===== config.mk =====
export PLATFORM = sky130hd
export DESIGN_NAME = dspace_map
export DESIGN_NICKNAME = d
export VERILOG_FILES = /design/src/dspace_pkg.sv /design/src/dspace_if.sv /design/src/bank_ram.sv /design/src/dspace_map.sv
export SDC_FILE = /design/constraint.sdc
export NUM_CORES = 2
export LEC_CHECK = 0
export BUFFER_PORTS_ARGS = -buffer_cell sky130_fd_sc_hd__buf_2
export CORE_ASPECT_RATIO = 1.1
export CORE_UTILIZATION = 50
export DETAILED_ROUTE_END_ITERATION = 10
export PLACE_DENSITY = 0.65
export SYNTH_ARGS = -nofsm -noshare
export SYNTH_HDL_FRONTEND = slang
export SYNTH_SLANG_ARGS = --single-unit

===== constraint.sdc =====
create_clock -name i_sys_clk -period 3.95 [get_ports i_sys_clk]
set_clock_uncertainty 0.15 [all_clocks]
set_input_delay 0.79 -clock i_sys_clk [delete_from_list [all_inputs] [get_ports i_sys_clk]]
set_output_delay 0.79 -clock i_sys_clk [all_outputs]
set_load 0.02 [all_outputs]

===== src/dspace_pkg.sv =====
// constants and types for the data-space map
package dspace_pkg;
  localparam int ADDR_W = 8;
  localparam int DATA_W = 8;
  localparam int PC_W = 12;
  localparam int ROM_ADDR_W = 13;
  localparam int WIN_OFS_W = 6;
  localparam int WIN_PAGE_W = 7;
  localparam int BANK_DEPTH = 64;
  localparam int BANK_COUNT = 3;
  localparam int RAM_HI_DEPTH = 60;

  localparam logic [7:0] ADDR_BANK_LO = 8'h00;
  localparam logic [7:0] ADDR_BANK_HI = 8'h3f;
  localparam logic [7:0] ADDR_WIN_LO = 8'h40;
  localparam logic [7:0] ADDR_WIN_HI = 8'h7f;
  localparam logic [7:0] ADDR_PTR_FIRST = 8'h80;
  localparam logic [7:0] ADDR_PTR_SECOND = 8'h81;
  localparam logic [7:0] ADDR_SD_FIRST = 8'h82;
  localparam logic [7:0] ADDR_SD_SECOND = 8'h83;
  localparam logic [7:0] ADDR_RAM_LO = 8'h84;
  localparam logic [7:0] ADDR_RAM_HI = 8'hbf;
  localparam logic [7:0] ADDR_ROM_WINDOW = 8'hc9;
  localparam logic [7:0] ADDR_RAM_BANK = 8'hcb;
  localparam logic [7:0] ADDR_ACCUM = 8'hff;

  localparam logic [7:0] BANK_NONE = 8'h00;
  localparam logic [7:0] BANK_PAGE_ONE = 8'h08;
  localparam logic [7:0] BANK_PAGE_TWO = 8'h10;
  localparam int RAM_PAGE_ONE_BIT = 3;
  localparam int RAM_PAGE_TWO_BIT = 4;

  localparam logic [7:0] READ_IDLE = 8'h00;

  typedef enum logic [1:0] {
    TGT_NONE,
    TGT_BANK,
    TGT_WINDOW,
    TGT_REG
  } target_t;
endpackage


===== src/dspace_if.sv =====
// read and write path between the decode top and the banked ram
interface bank_if;
  import dspace_pkg::*;
  logic [WIN_OFS_W-1:0] addr;
  logic [DATA_W-1:0]    wdata;
  logic                 we;
  logic                 page_one;
  logic                 page_two;
  logic [DATA_W-1:0]    rdata;
  modport ctrl (output addr, wdata, we, page_one, page_two, input rdata);
  modport mem  (input addr, wdata, we, page_one, page_two, output rdata);
endinterface


===== src/bank_ram.sv =====
// banked 64-byte ram pages behind the low data addresses
module bank_ram
  import dspace_pkg::*;
(
  // clock
  input  wire logic i_sys_clk,
  // access
  bank_if.mem       bus
);
  logic [DATA_W-1:0] page0 [BANK_DEPTH];
  logic [DATA_W-1:0] page1 [BANK_DEPTH];
  logic [DATA_W-1:0] page2 [BANK_DEPTH];
  logic [DATA_W-1:0] rd_or;

  // steer to selected bank
  // several set page bits write all of them and or the reads, as the part does
  always_ff @(posedge i_sys_clk) begin
    if (bus.we && !bus.page_one && !bus.page_two) page0[bus.addr] <= bus.wdata;
    if (bus.we && bus.page_one) page1[bus.addr] <= bus.wdata;
    if (bus.we && bus.page_two) page2[bus.addr] <= bus.wdata;
  end

  always_comb begin
    rd_or = '0;
    if (!bus.page_one && !bus.page_two) rd_or = page0[bus.addr];
    if (bus.page_one) rd_or = rd_or | page1[bus.addr];
    if (bus.page_two) rd_or = rd_or | page2[bus.addr];
  end

  assign bus.rdata = rd_or;
endmodule


===== src/dspace_map.sv =====
// data-space decode: rom window, ram banks and mapped core registers
//
// Function
// - write-only window select at c9, bits 6-0
// - window select not initialised by reset
// - write-only bank select at cb, bits 4,3
// - bank codes 00 none, 08 one, 10 two
// - addresses 00-3f go to selected bank
// - bank select unchanged by interrupt or call
// - accumulator mapped read/write at ff
// - pointer registers mapped at 80, 81
// - short-direct registers mapped at 82, 83
// - twelve-bit program counter, next location
// - reads 40-7f come from program memory
// - window address: select above low offset
module dspace_map
  import dspace_pkg::*;
(
  // clock and reset
  input  wire logic                  i_sys_clk,
  input  wire logic                  i_arst_n,
  // core data-space access
  input  wire logic [ADDR_W-1:0]     i_addr,
  input  wire logic                  i_rd,
  input  wire logic                  i_wr,
  input  wire logic [DATA_W-1:0]     i_wdata,
  output logic      [DATA_W-1:0]     o_rdata,
  output logic                       o_rvalid,
  // core program counter control
  input  wire logic                  i_pc_load,
  input  wire logic [PC_W-1:0]       i_pc_value,
  input  wire logic                  i_pc_inc,
  output logic      [PC_W-1:0]       o_pc,
  // program memory window port
  output logic      [ROM_ADDR_W-1:0] o_rom_addr,
  output logic                       o_rom_rd,
  input  wire logic [DATA_W-1:0]     i_rom_data,
  // selector values for observation
  output logic      [WIN_PAGE_W-1:0] o_rom_window_page_bits,
  output logic      [DATA_W-1:0]     o_ram_bank_select
);
  import dspace_pkg::*;

  function automatic target_t decode(input logic [ADDR_W-1:0] a);
    if (a <= ADDR_BANK_HI) return TGT_BANK;
    if (a >= ADDR_WIN_LO && a <= ADDR_WIN_HI) return TGT_WINDOW;
    return TGT_REG;
  endfunction

  bank_if bank ();

  logic [WIN_PAGE_W-1:0] rom_window_page_bits;
  logic [DATA_W-1:0]     ram_bank_select;
  logic [DATA_W-1:0]     accumulator;
  logic [DATA_W-1:0]     pointer_reg_first;
  logic [DATA_W-1:0]     pointer_reg_second;
  logic [DATA_W-1:0]     short_direct_first;
  logic [DATA_W-1:0]     short_direct_second;
  logic [DATA_W-1:0]     ram_hi [RAM_HI_DEPTH];
  logic [PC_W-1:0]       pc;
  target_t               rd_target;
  logic [ADDR_W-1:0]     rd_addr;
  logic [DATA_W-1:0]     next_reg_rdata;
  logic [DATA_W-1:0]     reg_rdata;
  logic                  rd_pending;
  logic                  is_ram_hi;
  logic [ADDR_W-1:0]     ram_hi_idx;

  assign is_ram_hi  = (i_addr >= ADDR_RAM_LO) && (i_addr <= ADDR_RAM_HI);
  assign ram_hi_idx = i_addr - ADDR_RAM_LO;

  // no reset term: content undefined until written
  always_ff @(posedge i_sys_clk) begin
    if (i_wr && i_addr == ADDR_ROM_WINDOW) rom_window_page_bits <= i_wdata[WIN_PAGE_W-1:0];
  end

  // only a write to cb alters it
  always_ff @(posedge i_sys_clk) begin
    if (i_wr && i_addr == ADDR_RAM_BANK) ram_bank_select <= i_wdata;
  end

  always_ff @(posedge i_sys_clk) begin
    if (i_wr && i_addr == ADDR_ACCUM) accumulator <= i_wdata;
  end

  always_ff @(posedge i_sys_clk) begin
    if (i_wr && i_addr == ADDR_PTR_FIRST) pointer_reg_first <= i_wdata;
    if (i_wr && i_addr == ADDR_PTR_SECOND) pointer_reg_second <= i_wdata;
  end

  always_ff @(posedge i_sys_clk) begin
    if (i_wr && i_addr == ADDR_SD_FIRST) short_direct_first <= i_wdata;
    if (i_wr && i_addr == ADDR_SD_SECOND) short_direct_second <= i_wdata;
  end

  // ordinary ram between the short-direct registers and the ports
  always_ff @(posedge i_sys_clk) begin
    if (i_wr && is_ram_hi) ram_hi[ram_hi_idx[WIN_OFS_W-1:0]] <= i_wdata;
  end

  always_ff @(posedge i_sys_clk or negedge i_arst_n) begin
    if (!i_arst_n) begin
      pc <= '0;
    end else if (i_pc_load) begin
      pc <= i_pc_value;
    end else if (i_pc_inc) begin
      pc <= pc + PC_W'(1);
    end
  end

  // bank access uses low six address bits
  // page bits taken straight from the decoded code
  assign bank.addr     = i_addr[WIN_OFS_W-1:0];
  assign bank.wdata    = i_wdata;
  assign bank.we       = i_wr && decode(i_addr) == TGT_BANK;
  assign bank.page_one = ram_bank_select[RAM_PAGE_ONE_BIT];
  assign bank.page_two = ram_bank_select[RAM_PAGE_TWO_BIT];

  bank_ram u_bank (
    .i_sys_clk (i_sys_clk),
    .bus       (bank.mem)
  );

  // window reads go to program memory
  always_ff @(posedge i_sys_clk or negedge i_arst_n) begin
    if (!i_arst_n) begin
      o_rom_addr <= '0;
      o_rom_rd   <= 1'b0;
    end else begin
      o_rom_rd <= i_rd && decode(i_addr) == TGT_WINDOW;
      if (i_rd && decode(i_addr) == TGT_WINDOW)
        o_rom_addr <= {rom_window_page_bits, i_addr[WIN_OFS_W-1:0]};
    end
  end

  // write-only selectors and unmapped addresses read as idle
  always_comb begin
    next_reg_rdata = READ_IDLE;
    case (i_addr)
      ADDR_ACCUM:      next_reg_rdata = accumulator;
      ADDR_PTR_FIRST:  next_reg_rdata = pointer_reg_first;
      ADDR_PTR_SECOND: next_reg_rdata = pointer_reg_second;
      ADDR_SD_FIRST:   next_reg_rdata = short_direct_first;
      ADDR_SD_SECOND:  next_reg_rdata = short_direct_second;
      default: begin
        if (is_ram_hi) next_reg_rdata = ram_hi[ram_hi_idx[WIN_OFS_W-1:0]];
      end
    endcase
  end

  always_ff @(posedge i_sys_clk or negedge i_arst_n) begin
    if (!i_arst_n) begin
      rd_target  <= TGT_NONE;
      rd_addr    <= '0;
      reg_rdata  <= '0;
      rd_pending <= 1'b0;
    end else begin
      rd_pending <= i_rd;
      rd_addr    <= i_addr;
      rd_target  <= i_rd ? decode(i_addr) : TGT_NONE;
      reg_rdata  <= next_reg_rdata;
    end
  end

  // second stage: window byte arrives one cycle after its address
  always_ff @(posedge i_sys_clk or negedge i_arst_n) begin
    if (!i_arst_n) begin
      o_rdata  <= '0;
      o_rvalid <= 1'b0;
    end else begin
      o_rvalid <= rd_pending;
      case (rd_target)
        TGT_BANK:   o_rdata <= bank.rdata;
        TGT_WINDOW: o_rdata <= i_rom_data;
        TGT_REG:    o_rdata <= reg_rdata;
        default:    o_rdata <= o_rdata;
      endcase
    end
  end

  // bank ram read uses the live address; hold it for one cycle after a read
  assign o_pc                   = pc;
  assign o_rom_window_page_bits = rom_window_page_bits;
  assign o_ram_bank_select      = ram_bank_select;
endmodule


After elaboration in Yosys (flattened, before gate mapping)
Memories as Yosys holds them, arrays and structs flattened.
Cells that the tools add are included.

storage, ports and cells
  memory bits (writable) = 2016
  memories = 4
  output and inout port bits = 50
  bits in read-only memories = 0
  input port bits = 42
  flip-flop bits (word level) = 101
  word-level logic and storage cells = 85
  latch bits = 0

operators by class
  order comparisons = 5
  equal/unequal tests = 12
  multipliers = 0
  mux-type cells = 24
  reduce and logical (&&, ||, !) cells = 21
  divide/modulo/power cells = 0
  add/subtract/negate cells = 2
  bitwise gates (word level) = 2
  shift-type cells = 0

memories
  name          words  bits a word  read ports  clocked after Yosys merged registers in  wr ports  line              RTL
  u_bank.page0  64     8            1           0                                        1         bank_ram.sv:10    logic [DATA_W-1:0] page0 [BANK_DEPTH];
  u_bank.page1  64     8            1           0                                        1         bank_ram.sv:11    logic [DATA_W-1:0] page1 [BANK_DEPTH];
  u_bank.page2  64     8            1           0                                        1         bank_ram.sv:12    logic [DATA_W-1:0] page2 [BANK_DEPTH];
  ram_hi        60     8            1           0                                        1         dspace_map.sv:59  logic [DATA_W-1:0] ram_hi [RAM_HI_DEPTH];

operator list
  operator                                                           number
  == test 8 bit, second input constant                               7
  case mux 8 bit (5 select lines)                                    1
  two-way mux 8 bit                                                  4
  two-way mux 12 bit                                                 2
  case mux 8 bit (3 select lines)                                    1
  logical AND 1 bit                                                  17
  bitwise OR 8 bit                                                   2
  adder 12 x 1 -> 12 bit, second input constant                      1
  two-way mux 1 bit                                                  11
  two-way mux 2 bit                                                  5
  greater-or-equal comparator 8 x 7 -> 1 bit, second input constant  1
  greater-or-equal comparator 8 bit, second input constant           1
  less-or-equal comparator 8 x 6 -> 1 bit, second input constant     1
  less-or-equal comparator 8 x 7 -> 1 bit, second input constant     1
  less-or-equal comparator 8 bit, second input constant              1
  == test 2 bit, second input constant                               3
  subtractor 6 x 3 -> 6 bit, second input constant                   1
  == test 2 x 1 -> 1 bit, second input constant                      2
  nonzero test 3 bit                                                 1
  logical NOT 1 bit                                                  2
  nonzero test 2 bit                                                 1

Logic depth before layout (Yosys ltp)
  depth in word-level cells = 12
  mapped depth = 13
  depth with buffers taken out = 9

Cells and area by module
A second synthesis with hierarchy kept.

unflattened totals
  cells, all modules = 4647
  area, all modules = 82087.5 µm²

by module, submodules not included
  module      cells each  seq. area each (µm²)  times used  area an instance (µm²)
  bank_ram    3360        46124.2               1           59199.3
  dspace_map  1287        17216.5               1           22888.2

Worst setup path before layout
OpenSTA, ideal clock, no wires.

  kind = input to register
  start = input i_addr[3]
  end = register reg_rdata[7]
  cell stages on the path = 12
  data required time = 3.674 ns
  setup time = 0.126 ns
  path slack = 0.034 ns
  arrival = 3.640 ns
  path buffers = 3
  cell sequence = inv_1 -> buf_1 -> clkbuf_1 -> ha_1 -> xor2_1 -> a21oi_1 -> nand2b_1 -> clkbuf_1 -> o22ai_1 -> nor3_1 -> a21oi_1 -> a221o_1

on the way
  word-level cells in the longest chain between the ends = 4
  elaborated cells on any way between the ends = 12
  those cells by class = add/sub (1); order compare (2); eq/ne (5); mux (2); reduce/logical (1); memory (1)

ends and longest elaborated chain
  item                                                             line               RTL
  start, declared                                                  dspace_map.sv:23   input wire logic [ADDR_W-1:0] i_addr,
  subtractor 6 x 3 -> 6 bit, or another cell as far along          dspace_map.sv:70   assign ram_hi_idx = i_addr - ADDR_RAM_LO;
  memory (60 x 8 bit) / logical AND 1 bit (equally long branches)  n/a
  two-way mux 8 bit                                                dspace_map.sv:146  if (is_ram_hi) next_reg_rdata = ram_hi[ram_hi_idx[WIN_OFS_W-1:0]];
  case mux 8 bit (5 select lines) (*)                              dspace_map.sv:139  case (i_addr)
  via next_reg_rdata[7]                                            dspace_map.sv:63   logic [DATA_W-1:0] next_reg_rdata;
  end signal, assigned                                             dspace_map.sv:161  reg_rdata <= next_reg_rdata;
  end, declared                                                    dspace_map.sv:64   logic [DATA_W-1:0] reg_rdata;

The timed path passes the listed nets; every way through them passes the cells marked *.
A chain may end at the register's enable or synchronous reset.

Worst setup path after layout
  start = input i_addr[0]
  end = register o_rdata[6]

on the way
  word-level cells in the longest chain between the ends = 7
  elaborated cells on any way between the ends = 9
  those cells by class = mux (4); bitwise (2); memory (3)

ends and longest elaborated chain
  item                                 line               RTL
  memory (64 x 8 bit)                  n/a
  two-way mux 8 bit                    bank_ram.sv:25     if (!bus.page_one && !bus.page_two) rd_or = page0[bus.addr];
  bitwise OR 8 bit                     bank_ram.sv:26     if (bus.page_one) rd_or = rd_or | page1[bus.addr];
  two-way mux 8 bit                    bank_ram.sv:26
  bitwise OR 8 bit                     bank_ram.sv:27     if (bus.page_two) rd_or = rd_or | page2[bus.addr];
  two-way mux 8 bit (*)                bank_ram.sv:27
  case mux 8 bit (3 select lines) (*)  dspace_map.sv:172  case (rd_target)
  end signal, assigned                 dspace_map.sv:173  TGT_BANK: o_rdata <= bank.rdata;
  end signal, assigned                 dspace_map.sv:174  TGT_WINDOW: o_rdata <= i_rom_data;
  end signal, assigned                 dspace_map.sv:175  TGT_REG: o_rdata <= reg_rdata;
  end, declared                        dspace_map.sv:27   output logic [DATA_W-1:0] o_rdata,

Every way passes the cells marked *; elsewhere a longest branch is shown, timed or not.

==> results.yml <==
yosys:
  synth_seq_cells: 2117
  synth_fa_ha_area_frac: 0.000908
  yosysTopAreaCell: "edfxtp_1"
  yosys.area.top_type_share: 0.752
  async_reset_ff_frac: 0.0217
  synth.most_common_cell: "edfxtp_1"
  synthXorXnorAreaFrac: 0.00148
  synth-simple-area-share: 0.0363
  synth.area.top_cells: "edfxtp_1, mux4_2, mux2i_1, nor2_1, dfrtp_1"
  synth_compound_area_frac: 0.0247
  synth_common_cells: "edfxtp_1, mux4_2, nor2_1"
  ys_types: 72
  avgSynthCellArea_sq_um: 20.3
  synth_flop_cell: "edfxtp_1"
  synth_nets: 4112
  synth_mux_area_frac: 0.155
  syn_inst: 4064
  synth_seq_area_share: 0.766
  synth_warnings: 0
  synth_edf_count: 2071
  synth_top_family_by_area: "multiplexers"
  synth_area_sq_um: 82700
flow_run:
  max_cap_violations: 1
route:
  vias_per_cell: 6.09
  drtAntennaViolNets: 0
  routed_wl_microns: 214000
  via_count: 43200
  routedWlPerCell_microns: 30.1
  drcViolationCount: 0
  first_pass_iters: 8
  initialDrtViolationCount: 5033
setup_path:
  startpoint: "i_addr[0]"
  worst_setup_path_end_kind: "register"
  reg2reg_from: "u_bank.page2[27][6]$_DFFE_PP_"
  critPathLaunchType: "primary input"
  arrival_ns: 3.88
  critPathMaxFanout: 28
  crit_required_ns: 4.57
  critical_path_class: "primary input to register"
  r2r_slack_ns: 0.86
cells_and_area:
  instances_no_fill: 7099
  final_nets: 4762
  syn_to_final_growth_pct: 16.6
  post-route-util: 0.587
  stdcell_area_sq_um: 96400
  drive_above_1_share: 0.295
clock_network:
  cts_tree: "yes"
  numCtsBuffers: 202
  cts-root-buf: "clkbuf_16"
  post_cts_resized: 0
  worstSkewPairLatency_ns: 0.85
  htreeDepth: 4
  cts_buffer_depth: 3
  cts.sink_count: 2117
  clkTransAtPathRegs_ns: 0.06
timing:
  period_needed_ns: 3.26
  whs_ns: 0.0641
  slew_violations: 1
  slew_headroom: -0.000745
  period_share: 0.824
  worst_pin_slew_ns: 1.49
  setup-violations-final: 0
  worst_slack_ns: 0.694
  finalSetupTns_ns: 0
  finalHoldViolCount: 0
  rsz0062_at_grt: "false"
  fmax_mhz: 307
floorplan:
  row_count: 156
  io_pins: 92
  die_area_sq_um: 167000
  die_x_microns: 390
  design.core.area_sq_um: 164000
  die_h_microns: 429
  start_util: 0.503
place:
  numPortBuffers: 91
  place_ws_ns: -0.0661
  placed_area_sq_um: 89700
  dpl.hpwl_microns: 139000
  place_inst: 6709
  gp_congestion: 0.938
global_routing:
  overflow: 0
  grt_pass1_vias: 43100
  grt_start_max_net_pins: 117
  grt_pass1_wl_microns: 307000
  grt_util_all_layers: 0.257
  antenna_found_initial: 5
pwr:
  p_per_area_nw_per_um2: 483
  leakage_nw: 31.9
  p_total_mw: 46.6
  ir_worst_vdd_uv: 451
run_status:
  status: "complete, but fails checks"
  violations: "max-capacitance violations, max-slew violations"
hold_path:
  worst_hold_startpoint: "i_pc_value[3]"
  min_path_type: "primary input to register"
==> path summary, 6_finish.rpt <==
path                                          endpoint  cells after the start
worst min-delay path               o_pc[3]$_DFFE_PN0P_                      3
worst max-delay path            o_rdata[6]$_DFFE_PN0P_                     11
min in group asynchronous          o_pc[4]$_DFFE_PN0P_                      2
max in group asynchronous       o_rdata[6]$_DFFE_PN0P_                      3
worst max register to register  o_rdata[6]$_DFFE_PN0P_                      6
worst min register to register      o_rvalid$_DFF_PN0_                      0
==> per-layer routing <==
metal / part of all wire / up-vias / routed length, microns / global-route usage
li1: - / 18000 / - / -
met1: 0.40 / 22700 / 85000 / 0.361
met2: 0.47 / 2150 / 101000 / 0.398
met3: 0.086 / 408 / 18300 / 0.0480
met4: 0.043 / 0 / 9240 / 0.110
met5: 0 / - / 0 / 0
==> what timing repair did <==
| item | CTS | global route |
|---|---|---|
| hold endpoints to repair | 29 | 0 |
| setup buffers | 0 | 0 |
| hold buffers | 13 | 0 |
==> cell families after synthesis <==
group / count (synthesis)
AOI/OAI and AO/OA: 288
xor gates and xnor gates: 14
adders and majority gates: 6
buffers and inverters: 229
DFF: 2117
muxes: 716
and+or+nand+nor: 694
==> layout make-up <==
cell class / instances / area, sq um
Antenna cell: 6 / 15.0
Clock buffer: 257 / 5400
Clock inverter: 114 / 1170
Fill cell: 12000 / 68000
Inverter: 11 / 43.8
Multi-Input combinational cell: 1718 / 18100
Sequential cell: 2117 / 63300
Tap cell: 2212 / 2770
Timing Repair Buffer: 664 / 5560
==> flip-flops by register name, indices dropped and copies added, names as in the netlist, 12 cells and up <==
signal,flops
ram_hi,480
u_bank.page1,512
u_bank.page0,512
o_pc,12
u_bank.page2,512
o_rom_addr,13
==> where the power goes <==
part / switching, mW / total [mW] / internal, mW
clock network: 8.32 / 19.2 / 10.9
logic: 1.62 / 2.58 / 0.961
registers: 0.0916 / 24.8 / 24.7
total: 10.0 / 46.6 / 36.5
==> layout by cell type, fill, tap and decap left out, drive strengths merged, types with 46 or more instances in the layout <==
master  count
edfxtp   2071
nand2     200
nor2      326
mux4      451
dfrtp      46
clkbuf    265
a22oi      58
mux2i     236
clkinv     72
buf       643
==> critical path: stages <==
cell and delay, ns:
buf_8 0.33, buf_12 0.27, buf_4 0.19, mux4_2 0.21
nor2_1 0.05, nor2_1 0.32, o21ai_1 0.15, buf_4 0.16
nor4_1 1.12, a2111oi_2 0.08, nor2_1 0.16
(Power assumes the default switching activity.)
